==> config.mk <==
export PLATFORM = sky130hd
export DESIGN_NAME = iep_tx_endpoint
export DESIGN_NICKNAME = d
export VERILOG_FILES = /design/src/rtl/iep_pkg.sv /design/src/rtl/iep_fifo_if.sv /design/src/rtl/iep_fifo.sv /design/src/rtl/iep_tx_endpoint.sv
export VERILOG_INCLUDE_DIRS = /design/src /design/src/rtl
export SDC_FILE = /design/constraint.sdc
export NUM_CORES = 1
export LEC_CHECK = 0
export ABC_AREA = 1
export BUFFER_PORTS_ARGS = -buffer_cell sky130_fd_sc_hd__buf_4
export CORE_ASPECT_RATIO = 1.75
export CORE_MARGIN = 2
export CORE_UTILIZATION = 61
export DETAILED_ROUTE_END_ITERATION = 8
export GPL_ROUTABILITY_DRIVEN = 0
export PLACE_DENSITY = 0.85
export SETUP_SLACK_MARGIN = 0.05
export SLEW_MARGIN = 20
export SYNTH_ARGS = -nofsm -noshare
export SYNTH_HDL_FRONTEND = slang
export SYNTH_SLANG_ARGS = --single-unit
==> constraint.sdc <==
create_clock -name clk_i -period 4.6 [get_ports clk_i]
set_clock_uncertainty 0.1 [all_clocks]
set_input_delay 0.23 -clock clk_i [delete_from_list [all_inputs] [get_ports clk_i]]
set_output_delay 0.23 -clock clk_i [all_outputs]
set_load 0.02 [all_outputs]
==> src/rtl/iep_params.svh <==
`ifndef IEP_PARAMS_SVH
`define IEP_PARAMS_SVH

`define IEP_DATA_W      8
`define IEP_DEPTH       8
`define IEP_PTR_W       3
`define IEP_CNT_W       4
`define IEP_PACKET_BYTE_COUNT_W      4
`define IEP_ADDR_W      2

`define IEP_ADDR_CTRL   2'h0
`define IEP_ADDR_STAT   2'h1
`define IEP_ADDR_PACKET_BYTE_COUNT   2'h2

`define IEP_CTRL_CLR    7
`define IEP_CTRL_OVR    6
`define IEP_CTRL_STL    3
`define IEP_CTRL_RDY    1
`define IEP_CTRL_EN     0

`define IEP_STAT_TGL    7
`define IEP_STAT_STALL  3
`define IEP_STAT_NACK   2
`define IEP_STAT_ERR    1
`define IEP_STAT_ACK    0

`define IEP_BYTE_ZERO   8'h00
`define IEP_CNT_ZERO    4'h0
`define IEP_CNT_ONE     4'h1
`define IEP_CNT_FULL    4'h8
`define IEP_PTR_ZERO    3'h0
`define IEP_PTR_ONE     3'h1
`define IEP_RSVD2       2'h0
`define IEP_RSVD3       3'h0
`define IEP_RSVD4       4'h0

`endif

==> src/rtl/iep_pkg.sv <==
package iep_pkg;

  typedef enum logic [1:0] {
    IEP_RESP_NACK,
    IEP_RESP_STALL,
    IEP_RESP_DATA0,
    IEP_RESP_DATA1
  } iep_resp_t;

  typedef enum logic {
    IEP_IDLE,
    IEP_SEND
  } iep_state_t;

endpackage : iep_pkg

==> src/rtl/iep_fifo_if.sv <==
`timescale 1ns/1ps
`include "iep_params.svh"

interface iep_fifo_if;
  logic                   push;
  logic                   pop;
  logic                   flush;
  logic [`IEP_DATA_W-1:0] wdata;
  logic [`IEP_DATA_W-1:0] rdata;
  logic                   empty;
  logic                   full;

  modport core  (output push, output pop, output flush, output wdata,
                 input rdata, input empty, input full);
  modport store (input push, input pop, input flush, input wdata,
                 output rdata, output empty, output full);
endinterface : iep_fifo_if

==> src/rtl/iep_fifo.sv <==
`timescale 1ns/1ps
`include "iep_params.svh"

module iep_fifo (
  input wire logic clk_i,
  input wire logic rstn_i,
  iep_fifo_if.store f
);
  import iep_pkg::*;

  logic [`IEP_DATA_W-1:0] mem_q [0:`IEP_DEPTH-1];
  logic [`IEP_PTR_W-1:0]  wr_q;
  logic [`IEP_PTR_W-1:0]  rd_q;
  logic [`IEP_CNT_W-1:0]  cnt_q;
  logic [`IEP_CNT_W-1:0]  cnt_d;

  function automatic logic [`IEP_PTR_W-1:0] ptr_inc(
    input logic [`IEP_PTR_W-1:0] p);
    return p + `IEP_PTR_ONE;
  endfunction : ptr_inc

  // a push into a full store is dropped; the top flags it
  wire do_push = f.push & ~f.full;
  wire do_pop  = f.pop & ~f.empty;

  assign cnt_d = (do_push & ~do_pop) ? cnt_q + `IEP_CNT_ONE :
                 (do_pop & ~do_push) ? cnt_q - `IEP_CNT_ONE : cnt_q;

  assign f.rdata = mem_q[rd_q];
  assign f.empty = (cnt_q == `IEP_CNT_ZERO);
  assign f.full  = (cnt_q == `IEP_CNT_FULL);

  always_ff @(posedge clk_i)
  begin
    if (!rstn_i || f.flush)
    begin
      wr_q  <= `IEP_PTR_ZERO;
      rd_q  <= `IEP_PTR_ZERO;
      cnt_q <= `IEP_CNT_ZERO;
    end
    else
    begin
      if (do_push)
        wr_q <= ptr_inc(wr_q);
      if (do_pop)
        rd_q <= ptr_inc(rd_q);
      cnt_q <= cnt_d;
    end
  end

  // data only, no reset needed
  always_ff @(posedge clk_i)
  begin
    if (do_push)
      mem_q[wr_q] <= f.wdata;
  end

  a_flush_empties: assert property (@(posedge clk_i) disable iff (!rstn_i)
    f.flush |=> f.empty && !f.full)
    else $error("store not empty after flush");

  a_fill_to_full: assert property (@(posedge clk_i) disable iff (!rstn_i)
    (do_push && !do_pop && !f.flush &&
     cnt_q == (`IEP_CNT_FULL - `IEP_CNT_ONE)) |=> f.full)
    else $error("eighth byte did not make the store full");

endmodule : iep_fifo

==> src/rtl/iep_tx_endpoint.sv <==
`timescale 1ns/1ps
`include "iep_params.svh"

// Behaviour
// clear bit resets FIFO pointers and flags
// clear self-clears; empty one, others zero
// microcontroller clears FIFO after over/under-run
// toggle writable only while override enabled
// stall request answers next IN with STALL
// byte count write sets packet ready
// ready drops on ACK status or clear
// not ready answers IN with NACK
// stall request replaces NACK with STALL
// endpoint enable needed for any operation; the code uses it only to gate IN token acceptance
// toggle picks DATA0 or DATA1 PID
// toggle inverts after each successful IN
// stall status rewritten per valid IN
// NACK status rewritten per valid IN
// error status rewritten per valid IN
// host ACK sets ACK status, interrupt
// microcontroller clears ACK to drop interrupt
// empty flag tracks no bytes held
// full flag tracks eight bytes held
// pop from empty FIFO sets under-run
// write to full FIFO sets over-run
// FIFO holds eight bytes at most
// byte count never decrements while sending
// masked interrupt output holds until cleared
// packet carries byte count bytes in order
module iep_tx_endpoint (
  input  wire logic                   clk_i,
  input  wire logic                   rstn_i,
  input  wire logic                   reg_we_i,
  input  wire logic [`IEP_ADDR_W-1:0] reg_addr_i,
  input  wire logic [`IEP_DATA_W-1:0] reg_wdata_i,
  input  wire logic                   fifo_wr_i,
  input  wire logic [`IEP_DATA_W-1:0] fifo_wdata_i,
  input  wire logic                   in_tok_i,
  input  wire logic                   byte_req_i,
  input  wire logic                   txn_ack_i,
  input  wire logic                   txn_err_i,
  input  wire logic                   irq_mask_i,
  output logic [`IEP_DATA_W-1:0]      ctrl_o,
  output logic [`IEP_DATA_W-1:0]      status_o,
  output logic [`IEP_DATA_W-1:0]      flags_o,
  output logic [`IEP_DATA_W-1:0]      byte_count_o,
  output logic                        resp_valid_o,
  output iep_pkg::iep_resp_t          resp_kind_o,
  output logic [`IEP_PACKET_BYTE_COUNT_W-1:0]      resp_len_o,
  output logic                        byte_valid_o,
  output logic [`IEP_DATA_W-1:0]      byte_o,
  output logic                        byte_last_o,
  output logic                        tx_int_o,
  output logic                        irq_o
);
  import iep_pkg::*;

  iep_fifo_if fifo ();

  iep_fifo u_fifo (
    .clk_i  (clk_i),
    .rstn_i (rstn_i),
    .f      (fifo.store)
  );

  iep_state_t              state_q;
  logic                    clr_q;
  logic                    ovr_q;
  logic                    stl_q;
  logic                    rdy_q;
  logic                    en_q;
  logic                    tgl_q;
  logic                    st_stall_q;
  logic                    st_nack_q;
  logic                    st_err_q;
  logic                    st_ack_q;
  logic                    fifo_underrun_flag_q;
  logic                    fifo_overrun_flag_q;
  logic [`IEP_PACKET_BYTE_COUNT_W-1:0]  packet_byte_count_q;
  logic [`IEP_PACKET_BYTE_COUNT_W-1:0]  sent_q;
  logic                    resp_valid_q;
  iep_resp_t               resp_kind_q;
  logic [`IEP_PACKET_BYTE_COUNT_W-1:0]  resp_len_q;
  logic                    byte_valid_q;
  logic [`IEP_DATA_W-1:0]  byte_q;
  logic                    byte_last_q;

  // register write decode
  wire ctrl_we = reg_we_i & (reg_addr_i == `IEP_ADDR_CTRL);
  wire stat_we = reg_we_i & (reg_addr_i == `IEP_ADDR_STAT);
  wire packet_byte_count_we = reg_we_i & (reg_addr_i == `IEP_ADDR_PACKET_BYTE_COUNT);
  wire clr_req = ctrl_we & reg_wdata_i[`IEP_CTRL_CLR];

  // token handling, only from idle and only while enabled
  wire in_idle   = (state_q == IEP_IDLE);
  wire in_send   = (state_q == IEP_SEND);
  wire tok_take  = in_idle & in_tok_i & en_q;
  wire ans_stall = tok_take & stl_q;
  wire ans_nack  = tok_take & ~stl_q & ~rdy_q;
  wire ans_data  = tok_take & ~stl_q & rdy_q;

  // byte delivery stops at the byte count
  wire more_left = (sent_q != packet_byte_count_q);
  wire pop_try   = in_send & byte_req_i & more_left & ~clr_q;
  wire fifo_underrun_flag_ev   = pop_try & fifo.empty;
  wire fifo_overrun_flag_ev   = fifo_wr_i & fifo.full & ~clr_q;

  // ack wins when the link reports both in one cycle
  wire ack_ev    = in_send & txn_ack_i;
  wire err_ev    = in_send & txn_err_i & ~txn_ack_i;
  wire send_done = ack_ev | err_ev;

  assign fifo.push  = fifo_wr_i & ~clr_q;
  assign fifo.pop   = pop_try;
  assign fifo.flush = clr_q;
  assign fifo.wdata = fifo_wdata_i;

  wire       sent_last = ((sent_q + `IEP_CNT_ONE) == packet_byte_count_q);
  iep_resp_t data_pid;
  assign data_pid = tgl_q ? IEP_RESP_DATA1 : IEP_RESP_DATA0;

  // clear bit lives one cycle: the flush cycle
  always_ff @(posedge clk_i)
  begin
    if (!rstn_i)
      clr_q <= 1'b0;
    else
      clr_q <= clr_req;
  end

  always_ff @(posedge clk_i)
  begin
    if (!rstn_i)
    begin
      ovr_q <= 1'b0;
      stl_q <= 1'b0;
      en_q  <= 1'b0;
    end
    else if (ctrl_we)
    begin
      ovr_q <= reg_wdata_i[`IEP_CTRL_OVR];
      stl_q <= reg_wdata_i[`IEP_CTRL_STL];
      en_q  <= reg_wdata_i[`IEP_CTRL_EN];
    end
  end

  // automatic clears outrank every write source
  always_ff @(posedge clk_i)
  begin
    if (!rstn_i)
      rdy_q <= 1'b0;
    else if (clr_req || ack_ev)
      rdy_q <= 1'b0;
    else if (packet_byte_count_we)
      rdy_q <= 1'b1;
    else if (ctrl_we)
      rdy_q <= reg_wdata_i[`IEP_CTRL_RDY];
  end

  always_ff @(posedge clk_i)
  begin
    if (!rstn_i)
      packet_byte_count_q <= `IEP_CNT_ZERO;
    else if (packet_byte_count_we)
      packet_byte_count_q <= reg_wdata_i[`IEP_PACKET_BYTE_COUNT_W-1:0];
  end

  // the hardware flip outranks a same-cycle override write
  always_ff @(posedge clk_i)
  begin
    if (!rstn_i)
      tgl_q <= 1'b0;
    else if (ack_ev)
      tgl_q <= ~tgl_q;
    else if (stat_we && ovr_q)
      tgl_q <= reg_wdata_i[`IEP_STAT_TGL];
  end

  // outcome bits rewritten at the end of each valid IN
  always_ff @(posedge clk_i)
  begin
    if (!rstn_i)
    begin
      st_stall_q <= 1'b0;
      st_nack_q  <= 1'b0;
      st_err_q   <= 1'b0;
    end
    else if (ans_stall || ans_nack || send_done)
    begin
      st_stall_q <= ans_stall;
      st_nack_q  <= ans_nack;
      st_err_q   <= err_ev;
    end
  end

  // set wins over the software clear
  always_ff @(posedge clk_i)
  begin
    if (!rstn_i)
      st_ack_q <= 1'b0;
    else if (ack_ev)
      st_ack_q <= 1'b1;
    else if (stat_we)
      st_ack_q <= reg_wdata_i[`IEP_STAT_ACK];
  end

  always_ff @(posedge clk_i)
  begin
    if (!rstn_i)
    begin
      fifo_underrun_flag_q <= 1'b0;
      fifo_overrun_flag_q <= 1'b0;
    end
    else
    begin
      fifo_underrun_flag_q <= fifo_underrun_flag_ev | (fifo_underrun_flag_q & ~clr_q);
      fifo_overrun_flag_q <= fifo_overrun_flag_ev | (fifo_overrun_flag_q & ~clr_q);
    end
  end

  always_ff @(posedge clk_i)
  begin
    if (!rstn_i)
      state_q <= IEP_IDLE;
    else
    begin
      case (state_q)
        IEP_IDLE:
          if (ans_data)
            state_q <= IEP_SEND;
        IEP_SEND:
          if (send_done)
            state_q <= IEP_IDLE;
        default:
          state_q <= IEP_IDLE;
      endcase
    end
  end

  always_ff @(posedge clk_i)
  begin
    if (!rstn_i || ans_data)
      sent_q <= `IEP_CNT_ZERO;
    else if (pop_try)
      sent_q <= sent_q + `IEP_CNT_ONE;
  end

  always_ff @(posedge clk_i)
  begin
    if (!rstn_i)
    begin
      resp_valid_q <= 1'b0;
      resp_kind_q  <= IEP_RESP_NACK;
      resp_len_q   <= `IEP_CNT_ZERO;
    end
    else
    begin
      resp_valid_q <= tok_take;
      if (tok_take)
      begin
        resp_kind_q <= ans_stall ? IEP_RESP_STALL :
                       ans_nack  ? IEP_RESP_NACK : data_pid;
        resp_len_q  <= ans_data ? packet_byte_count_q : `IEP_CNT_ZERO;
      end
    end
  end

  // an under-run byte goes out as zero; the flag tells software
  always_ff @(posedge clk_i)
  begin
    if (!rstn_i)
    begin
      byte_valid_q <= 1'b0;
      byte_q       <= `IEP_BYTE_ZERO;
      byte_last_q  <= 1'b0;
    end
    else
    begin
      byte_valid_q <= pop_try;
      if (pop_try)
      begin
        byte_q      <= fifo.empty ? `IEP_BYTE_ZERO : fifo.rdata;
        byte_last_q <= sent_last;
      end
    end
  end

  assign ctrl_o       = {clr_q, ovr_q, `IEP_RSVD2, stl_q, 1'b0, rdy_q, en_q};
  assign status_o     = {tgl_q, `IEP_RSVD3, st_stall_q, st_nack_q,
                         st_err_q, st_ack_q};
  assign flags_o      = {`IEP_RSVD4, fifo.empty, fifo.full, fifo_underrun_flag_q, fifo_overrun_flag_q};
  assign byte_count_o = {`IEP_RSVD4, packet_byte_count_q};
  assign resp_valid_o = resp_valid_q;
  assign resp_kind_o  = resp_kind_q;
  assign resp_len_o   = resp_len_q;
  assign byte_valid_o = byte_valid_q;
  assign byte_o       = byte_q;
  assign byte_last_o  = byte_last_q;
  assign tx_int_o     = st_ack_q | fifo_underrun_flag_q | fifo_overrun_flag_q;
  assign irq_o        = tx_int_o & irq_mask_i;

  a_clear_self: assert property (@(posedge clk_i) disable iff (!rstn_i)
    clr_q |=> !clr_q || $past(clr_req))
    else $error("clear bit did not self-clear");

  a_clear_flags: assert property (@(posedge clk_i) disable iff (!rstn_i)
    (clr_q && !fifo_wr_i) |=> flags_o == 8'h08)
    else $error("flags wrong after fifo clear");

  a_count_ready: assert property (@(posedge clk_i) disable iff (!rstn_i)
    (packet_byte_count_we && !clr_req && !ack_ev) |=> rdy_q)
    else $error("byte count write did not set ready");

  a_ack_ready: assert property (@(posedge clk_i) disable iff (!rstn_i)
    (ack_ev || clr_req) |=> !rdy_q && (st_ack_q || !$past(ack_ev)))
    else $error("ready still set after ack or clear");

  a_nack_answer: assert property (@(posedge clk_i) disable iff (!rstn_i)
    (tok_take && !stl_q && !rdy_q) |=> resp_valid_o &&
      resp_kind_o == IEP_RESP_NACK && st_nack_q && !st_stall_q)
    else $error("missing nack answer");

  a_stall_answer: assert property (@(posedge clk_i) disable iff (!rstn_i)
    (tok_take && stl_q) |=> resp_valid_o &&
      resp_kind_o == IEP_RESP_STALL && st_stall_q ##1 in_idle)
    else $error("missing stall answer");

  a_disabled_quiet: assert property (@(posedge clk_i) disable iff (!rstn_i)
    !en_q |=> !resp_valid_o)
    else $error("disabled endpoint answered");

  a_toggle_flip: assert property (@(posedge clk_i) disable iff (!rstn_i)
    ack_ev |=> tgl_q != $past(tgl_q) && st_ack_q && tx_int_o)
    else $error("toggle not inverted after success");

  a_toggle_lock: assert property (@(posedge clk_i) disable iff (!rstn_i)
    (!ovr_q && !ack_ev) |=> $stable(tgl_q))
    else $error("toggle changed without override");

  a_count_hold: assert property (@(posedge clk_i) disable iff (!rstn_i)
    !packet_byte_count_we |=> $stable(packet_byte_count_q))
    else $error("byte count changed without a write");

  a_byte_limit: assert property (@(posedge clk_i) disable iff (!rstn_i)
    (byte_valid_o && byte_last_o) |-> sent_q == packet_byte_count_q)
    else $error("last byte flagged at wrong count");

endmodule : iep_tx_endpoint

# After elaboration in Yosys (flattened, before gate mapping)
# Memory sizes are Yosys's and may differ from the RTL's. A register that Yosys moved wholly into a read port is not among the register bits.
# Cells that the tools add are included.
[op_classes] muxes=20 eq_ne=5 add_sub_neg=5 n_bitwise=43 n_reduce_logical=14
[ops] cell="1-bit bitwise AND" count=27
[ops] cell="4-bit 2-to-1 mux" count=3
[ops] cell="1-bit 2-to-1 mux" count=11
[ops] cell="1-bit NOT" count=11
[ops] cell="4-bit by 1-bit adder with 4-bit output (second input constant)" count=2
[ops] cell="8-bit 2-to-1 mux" count=1
[ops] cell="2-bit nonzero test" count=4
[ops] cell="3-bit by 1-bit adder with 3-bit output (second input constant)" count=2
[ops] cell="3-bit 2-to-1 mux" count=2
[ops] cell="1-bit logical OR" count=5
[ops] cell="1-bit bitwise OR" count=5
[ops] cell="4-bit == test" count=1
[ops] cell="4-bit == test (second input constant)" count=1
[ops] cell="4-bit zero test" count=1
[ops] cell="2-bit 2-to-1 mux" count=2
[ops] cell="4-bit inequality test" count=1
[ops] cell="4-bit by 1-bit subtractor with 4-bit output (second input constant)" count=1
[ops] cell="2-bit by 1-bit == test with 1-bit output (second input constant)" count=1
[ops] cell="2-bit == test (second input constant)" count=1
[ops] cell="2-bit zero test" count=1
[ops] cell="1-bit case mux with 2 select lines" count=1
[ops] cell="2-bit OR reduction" count=1
[ops] cell="1-bit logical AND" count=1
[ops] cell="1-bit zero test" count=1
[totals] n_memories=1 word_cells=112 in_bits=27 ff_bits=48 ram_bits=64
[memory_table] name="u_fifo.mem_q" words=8 word_bits=8 rd=1 rd_ports_with_merged_regs=1 write_ports=1 line="iep_fifo.sv:11" source="logic [`IEP_DATA_W-1:0] mem_q [0:`IEP_DEPTH-1];"

# Longest topological paths before layout
# Gate-level depths: netlist of the first run.
[logic_depth] ltp_word=7 depth_mapped=14 ltp_nobuf=14

# Cells and area by module
# Synthesis of the first run repeated with hierarchy kept, for this count alone.
[hier_totals] hier_cells=547 hier_area_um2=5067.4
[by_module_without_submodules] mod="iep_fifo" cells_each=295 seq_area_each_um2=2182.1 instances=1 area_per_inst_um2=3216.8
[by_module_without_submodules] mod="iep_tx_endpoint" cells_each=252 seq_area_each_um2=760.7 instances=1 area_per_inst_um2=1850.5

# Least setup slack after synthesis of the first run
# Ideal clock, no wire load.
[synth_timing] kind="register to register" from="reg packet_byte_count_q[3]" to="reg u_fifo.cnt_q[3]" path_buffers=0 setup_ns=0.070 slack_ns=2.300 synth_period_minus_slack_ns=2.300 arrival_ns=2.130 path_stages_with_launch=15 path_cell_list="dfxtp_1 inv_1 nand2_1 nand2_2 nor2_1 nand2_2 nand3_1 ha_1 inv_1 ha_1 a21oi_1 and2_1 xor2_1 nand2_1 a21oi_1"
[synth_between] elab_chain_cells=7 elab_cells_between_ends=9
[synth_lines] item="start, declared" line="iep_tx_endpoint.sv:79" source="logic [`IEP_PACKET_BYTE_COUNT_W-1:0] packet_byte_count_q;"
[synth_lines] item="start signal, assigned" line="iep_tx_endpoint.sv:163" source="packet_byte_count_q <= `IEP_CNT_ZERO;"
[synth_lines] item="start signal, assigned" line="iep_tx_endpoint.sv:165" source="packet_byte_count_q <= reg_wdata_i[`IEP_PACKET_BYTE_COUNT_W-1:0];"
[synth_lines] item="4-bit inequality test *" line="iep_tx_endpoint.sv:103" source="wire more_left = (sent_q != packet_byte_count_q);"
[synth_lines] item="1-bit bitwise AND * (2 in a row)" line="iep_tx_endpoint.sv:104" source="wire pop_try = in_send & byte_req_i & more_left & ~clr_q;"
[synth_lines] item="1-bit bitwise AND *" line="iep_fifo.sv:24" source="wire do_pop = f.pop & ~f.empty;"
[synth_lines] item="1-bit NOT" line="iep_fifo.sv:26" source="assign cnt_d = (do_push & ~do_pop) ? cnt_q + `IEP_CNT_ONE :"
[synth_lines] item="1-bit bitwise AND" line="iep_fifo.sv:26"
[synth_lines] item="4-bit 2-to-1 mux or 2-bit nonzero test (tied branches)"
[synth_lines] item="end signal, assigned" line="iep_fifo.sv:39" source="cnt_q <= `IEP_CNT_ZERO;"
[synth_lines] item="end signal, assigned" line="iep_fifo.sv:47" source="cnt_q <= cnt_d;"
[synth_lines] item="end, declared" line="iep_fifo.sv:14" source="logic [`IEP_CNT_W-1:0] cnt_q;"
# Every way passes the cells marked *; elsewhere a longest branch is shown, timed or not.
# A chain may end at the register's enable or synchronous reset.

# Worst setup path after layout of the first run
# Same ends and word-level chain as after synthesis.

==> flow_summary.yaml, run 1 <==
logic_synthesis:
  synth_cell_type_count: 34
  post_synth_inst_count: 550
  synth_seq_cells: 115
  synth-seq-area-share: 0.582
  synthMostInstantiatedCell: "nand2_1"
  netlist_area_before_placement_um2: 5060
  post-synth-top-area-fraction: 0.380
  postSynthAreaPerCell_um2: 9.19
  synthTopCellsByArea: "edfxtp_1 38%, dfxtp_1 20%, nand2_1 8.8%"
  yosysWarnings: 0
  synth_edf_count: 64
  synthFlopType: "edfxtp_1"
  postSynth.asyncResetShare: 0
  netlist.top_cell.by_area: "edfxtp_1"
  netlist_top_cells_count: "119 x nand2_1, 82 x nor2_1, 64 x edfxtp_1"
clocking:
  cts_buffer_depth: 2
  post_cts_buffers: 0
  cts.clk_slew.worst_paths_ps: 50
  cts_made_buffers: 17
  cts_tree: "done"
  ctsHtreeMaxLevel: 4
  clk_root_buffer_cell: "clkbuf_16"
  clock_insertion_delay_worst_skew_ps: 410
  tritoncts_sinks: 115
drt:
  dr.first_iter.drc_count: 178
  via_count: 3823
  drc: 0
  drt_first_pass_iters: 7
  via_to_cell_ratio: 5.33
  drt.antenna.violating_nets: 0
  detail_route.wl_per_cell_um: 14.8
  wirelength_um: 10600
floorplanning:
  rows: 44
  die-area_um2: 9060
  io_pins: 78
  dieHeight_um: 124
  floorplan.initialDensity: 0.621
  coreArea_um2: 8150
  die_w_um: 72.8
setup_path:
  start_kind: "flip-flop"
  worstSetupPathType: "flip-flop to flip-flop"
  r2r_cells: 14
  critPathCaptureType: "flip-flop"
  reg2reg_slack_ps: 1940
  timing.critical_path.required_ps: 4840
  reg2reg_from: "packet_byte_count_q[3]$_SDFFE_PN0P_"
  worst-path-max-fanout: 4
  critPathArrivalTime_ps: 2900
  reg2reg_to: "u_fifo.cnt_q[3]$_SDFFE_PP0P_"
hold_path:
  timing.hold.worst_endpoint: "ovr_q$_SDFFE_PN0P_"
  worst_hold_depth: 3
  min_from: "reg_wdata_i[6]"
  hp-class: "input pin to flip-flop"
placed_design:
  post_dp_cell_area_um2: 5390
  placement.setup.worst_slack_ps: 2040
  hpwlAfterDp_um: 7210
  placement.io_buffers: 61
finish:
  final_layout_size_suffix_gt1_frac: 0.178
  fillers: 536
  num_antenna_cells: 0
  layout.cell_area.non_filler_um2: 6090
  syn2layout_area_growth_pct: 20.5
  num-nets-final: 646
sta:
  final.period_utilization: 0.578
  setup_slack_ps: 1940
  max_freq_ghz: 0.376
  fin_setup_tns_ps: 0
  timing.final.crit_period_ps: 2660
  finalHoldViolCount: 0
  finalSetupViolCount: 0
  drv_slew: 0
  rsz0062_at_grt: "false"
  worst_slew_pin_slew_ps: 825
  maxSlewHeadroom: 0.448
global_routing:
  grt_use_total: 0.249
  grt_start_max_net_pins: 42
  gr-total-overflow: 0
  global_route_wire_length_before_repair_um: 16900
  vias_in_the_first_global_route: 3794
  antenna_violations_before_repair: 0
power:
  power_density_nw_per_um2: 441
  total_leakage_power_uw: 0.00253
  max-vdd-ir-drop_mv: 0.385
  post-layout-total-power_uw: 2690
outcome:
  run_status: "finished, final reports clean"
job:
  max_cap_viol_count: 0
[sequential cells by signal (all words and copies together), names as in the netlist, 2 cells and up, named ones only]
register	flops
u_fifo.rd_q	3
u_fifo.cnt_q	4
packet_byte_count_q	4
resp_len_o	4
sent_q	4
byte_o	8
u_fifo.wr_q	3
u_fifo.mem_q	64
resp_kind_o	2
[cells by family (layout without fill, tap and decap cells)]
logic type / Yosys count / count (layout) / share of synthesized area
compound gates: 95 / 95 / 0.100
xor+xnor: 6 / 6 / 0.0104
fa+ha+maj: 7 / 7 / 0.0188
buf+inv: 93 / 155 / 0.0965
flops: 115 / 115 / 0.582
other cells: 1 / 14 / 0.000742
simple gates: 233 / 233 / 0.192
[cell usage in the layout (no fill, tap or decap), types with 3 or more instances in the layout]
cell	count
dfxtp_1	51
ha_1	6
nand2_1	119
dlygate4sd3_1	11
inv_1	45
inv_2	5
a21oi_1	34
bufinv_16	4
nor2_1	82
buf_4	62
o21ai_1	8
clkinv_2	4
a21oi_2	6
clkbuf_1	3
xor2_1	5
nand3_1	12
o21ai_0	43
clkbuf_16	17
conb_1	14
nand4_1	6
nand2_2	5
edfxtp_1	64
[worst max-delay path, stage by stage (launching register included)]
cell	delay (ps)
dfxtp_1	380
inv_1	80
nand2_1	80
nand2_2	70
nor2_1	130
nand2_2	140
nand3_1	190
ha_1	220
inv_1	100
ha_1	340
a21oi_1	180
and2_1	170
xor2_1	180
nand2_1	100
a21oi_1	130
[cell type report]
class	count	area, um^2	share of cell area
tap	92	115	0.0189
inverter	50	188	0.0308
clock inverter	12	163	0.0267
timing repair buffer	73	576	0.0944
sequential	115	2940	0.483
clock buffer	20	437	0.0716
multi-input combinational	355	1670	0.275
[per-stage QoR]
step                utilization  instances  hold slack, ps
floorplan                     -        563             229
global placement          0.661        674             354
detailed placement        0.661        674             356
CTS                       0.748        717            14.3
global route              0.748        717            27.2
finish                    0.748        717            18.8
[power breakdown]
| group | leakage, uW | switching (uW) | total (uW) | internal, uW |
|---|---|---|---|---|
| logic | 0.00125 | 148 | 227 | 79.0 |
| clock network | 0.000289 | 422 | 1320 | 895 |
| registers | 0.000994 | 21.7 | 1150 | 1120 |
| total | 0.00253 | 592 | 2690 | 2100 |
[worst max-delay path by stage]
stage | start | slack [ps] | to | depth (start not counted)
after floorplan | packet_byte_count_q[3]$_SDFFE_PN0P_ | 2300 | u_fifo.cnt_q[3]$_SDFFE_PP0P_ | 14
after global placement | packet_byte_count_q[3]$_SDFFE_PN0P_ | 2260 | u_fifo.cnt_q[3]$_SDFFE_PP0P_ | 14
after detailed placement | packet_byte_count_q[3]$_SDFFE_PN0P_ | 2040 | u_fifo.cnt_q[3]$_SDFFE_PP0P_ | 14
after CTS | packet_byte_count_q[3]$_SDFFE_PN0P_ | 1930 | u_fifo.cnt_q[3]$_SDFFE_PP0P_ | 14
after global routing | packet_byte_count_q[3]$_SDFFE_PN0P_ | 1710 | u_fifo.cnt_q[3]$_SDFFE_PP0P_ | 14
final | packet_byte_count_q[3]$_SDFFE_PN0P_ | 1940 | u_fifo.cnt_q[3]$_SDFFE_PP0P_ | 14
[metal layers]
layer / routed length [um] / track usage / up-vias
met4: 205 / 0.0882 / 0
li1: - / - / 1891
met2: 6310 / 0.482 / 133
met1: 3630 / 0.232 / 1777
met3: 494 / 0.0712 / 22
met5: 0 / 0 / -
[what timing repair did]
action / CTS / global route
hold endpoints to repair: 67 / 0
hold buffers: 11 / 0
resized for setup: 0 / 0
Power figures use the tool's default switching activity.
==> run 2: changes to the inputs <==
--- a/config.mk
+++ b/config.mk
@@ -10,10 +10,10 @@
 export BUFFER_PORTS_ARGS = -buffer_cell sky130_fd_sc_hd__buf_4
 export CORE_ASPECT_RATIO = 1.75
 export CORE_MARGIN = 2
-export CORE_UTILIZATION = 61
+export CORE_UTILIZATION = 51
 export DETAILED_ROUTE_END_ITERATION = 8
 export GPL_ROUTABILITY_DRIVEN = 0
-export PLACE_DENSITY = 0.85
+export PLACE_DENSITY = 0.76
 export SETUP_SLACK_MARGIN = 0.05
 export SLEW_MARGIN = 20
 export SYNTH_ARGS = -nofsm -noshare
==> constraint.sdc (replaced) <==
create_clock -name clk_i -period 2.4 [get_ports clk_i]
set_clock_uncertainty 0.1 [all_clocks]
set_input_delay 0.12 -clock clk_i [delete_from_list [all_inputs] [get_ports clk_i]]
set_output_delay 0.12 -clock clk_i [all_outputs]
set_load 0.02 [all_outputs]
==> flow_summary.yaml, run 2 (same netlist as run 1, synthesis figures left out) <==
drt:
  wirelength_um: 11500
  via_count: 3941
  drc: 0
  dr.first_iter.drc_count: 199
  detail_route.wl_per_cell_um: 14.7
  via_to_cell_ratio: 5.06
  drt.antenna.violating_nets: 0
  drt_first_pass_iters: 4
floorplanning:
  io_pins: 78
  floorplan.initialDensity: 0.520
  die_w_um: 79.3
  die-area_um2: 10800
  rows: 48
  coreArea_um2: 9730
  dieHeight_um: 136
clocking:
  cts.clk_slew.worst_paths_ps: 50
  ctsHtreeMaxLevel: 4
  cts_tree: "done"
  clock_insertion_delay_worst_skew_ps: 410
  cts_buffer_depth: 2
  cts_made_buffers: 17
  tritoncts_sinks: 115
  clk_root_buffer_cell: "clkbuf_16"
power:
  net-switching-power_uw: 1160
  power_report.internal_total_uw: 4160
  total_leakage_power_uw: 0.00270
  power_frac_comb: 0.094
  power.share.sequential: 0.412
  switching_share: 0.218
  power_density_nw_per_um2: 824
  clock_power_share: 0.494
  max-vdd-ir-drop_mv: 1.07
  post-layout-total-power_uw: 5330
sta:
  finalHoldViolCount: 0
  drv_slew: 0
  max_freq_ghz: 0.436
  final.period_utilization: 0.956
  timing.final.crit_period_ps: 2290
  finalSetupViolCount: 0
  fin_setup_tns_ps: 0
global_routing:
  antenna_violations_before_repair: 0
  gr-total-overflow: 0
  grt_start_max_net_pins: 25
  vias_in_the_first_global_route: 3974
  global_route_wire_length_before_repair_um: 17900
  grt_use_total: 0.222
setup_path:
  timing.critical_path.required_ps: 2630
  crit_path_cell_trace: "nor2_1, nand3_1, nand3_2, inv_1, ha_2, inv_2, ha_4, a21oi_2, and2_1, xor2_1, nand2_1, a21oi_1"
  critPathArrivalTime_ps: 2530
  critPathCaptureType: "flip-flop"
  slowest_delay_ps: 350
  slowest_stage: "dfxtp_2"
  start_kind: "flip-flop"
  worst-path-max-fanout: 5
  worstSetupPathType: "flip-flop to flip-flop"
  reg2reg_slack_ps: 110
outcome:
  run_status: "finished, final reports clean"
finish:
  final_layout_size_suffix_gt1_frac: 0.216
  layout_common_cells: "119 x nand2_1, 81 x nor2_1, 79 x buf_4"
  layout_commonest_cell: "nand2_1"
  num-nets-final: 675
  largest_reg_flops: 64
  area.sequential_um2: 2950
  num_antenna_cells: 0
  syn2layout_area_growth_pct: 27.8
  multiInputGateArea_um2: 1720
  top_register: "u_fifo.mem_q"
  fillers: 707
hold_path:
  hp-class: "input pin to flip-flop"
placed_design:
  hpwlAfterDp_um: 7780
  placement.io_buffers: 61
job:
  max_cap_viol_count: 0
-- run 2: cell types whose count changed in the layout (fill, tap and decap cells not counted), sizes merged --
cell,delta
buf,+17
bufinv,+1
clkinv,+1
clkinvlp,-1
clkbuf,-1
dlygate4sd3,+12
-- run 2: power by group through the flow --
stage	registers (uW)	logic [uW]	clock network, uW
3_3_place_gp	2220	411	0
6_report	2200	501	2630
3_5_place_dp	2230	431	0
5_1_grt	2200	555	2760
4_1_cts	2190	484	2660
2_1_floorplan	2230	301	0
-- run 2: final timing paths --
path                                     start                            to  cells after the start
setup / recovery  u_fifo.cnt_q[0]$_SDFFE_PP0P_  u_fifo.cnt_q[3]$_SDFFE_PP0P_                     12
hold / removal                       txn_ack_i         st_ack_q$_SDFFE_PN0P_                      5
setup reg to reg  u_fifo.cnt_q[0]$_SDFFE_PP0P_  u_fifo.cnt_q[3]$_SDFFE_PP0P_                     12
hold reg to reg         st_nack_q$_SDFFE_PN0P_        st_nack_q$_SDFFE_PN0P_                      2
-- run 2: area by class of cell --
type                            count  area share
Clock buffer                       19      0.0670
Clock inverter                     13      0.0292
Inverter                           50      0.0290
Multi-Input combinational cell    355       0.267
Sequential cell                   115       0.457
Tap cell                          125      0.0242
Timing Repair Buffer              102       0.127
-- run 2: worst max-delay path: cells and delay by family (launching register included) --
family | cells | cell delay, ps
compound gates | 2 | 280
xor+xnor | 1 | 170
fa+ha+maj | 2 | 430
buf+inv | 2 | 190
flops | 1 | 350
simple gates | 5 | 710
-- run 2: metrics by stage --
| stage | worst slack (ps) | std cells | hold WS, ps | instance area (um^2) | util |
|---|---|---|---|---|---|
| CTS | 72.7 | 778 | 2.54 | 6420 | 0.660 |
| finish | 105 | 779 | 42.1 | 6460 | 0.664 |
| global placement | 120 | 722 | 255 | 5540 | 0.569 |
| detailed placement | -75.7 | 722 | 262 | 5540 | 0.569 |
| floorplan | 99.9 | 563 | 119 | 5100 | - |
| global route | -25.3 | 779 | 87.8 | 6460 | 0.664 |
-- run 2: timing repair --
| action | 4_1_cts | 5_1_grt |
|---|---|---|
| gates cloned | 0 | 0 |
| pin swaps | 1 | 1 |
| buffers inserted | 1 | 1 |
| hold buffers | 23 | 0 |
| hold endpoints to repair | 80 | 0 |
| resized for setup | 6 | 9 |
| setup endpoints to repair | 1 | 2 |
-- run 2: routing by layer --
metal,part of all wire,wire length [um],track usage,up-vias
li1,-,-,-,1944
met3,0.049,560,0.0713,39
met4,0.041,464,0.119,0
met2,0.56,6370,0.416,152
met1,0.35,4060,0.207,1806
met5,0,0,0,-
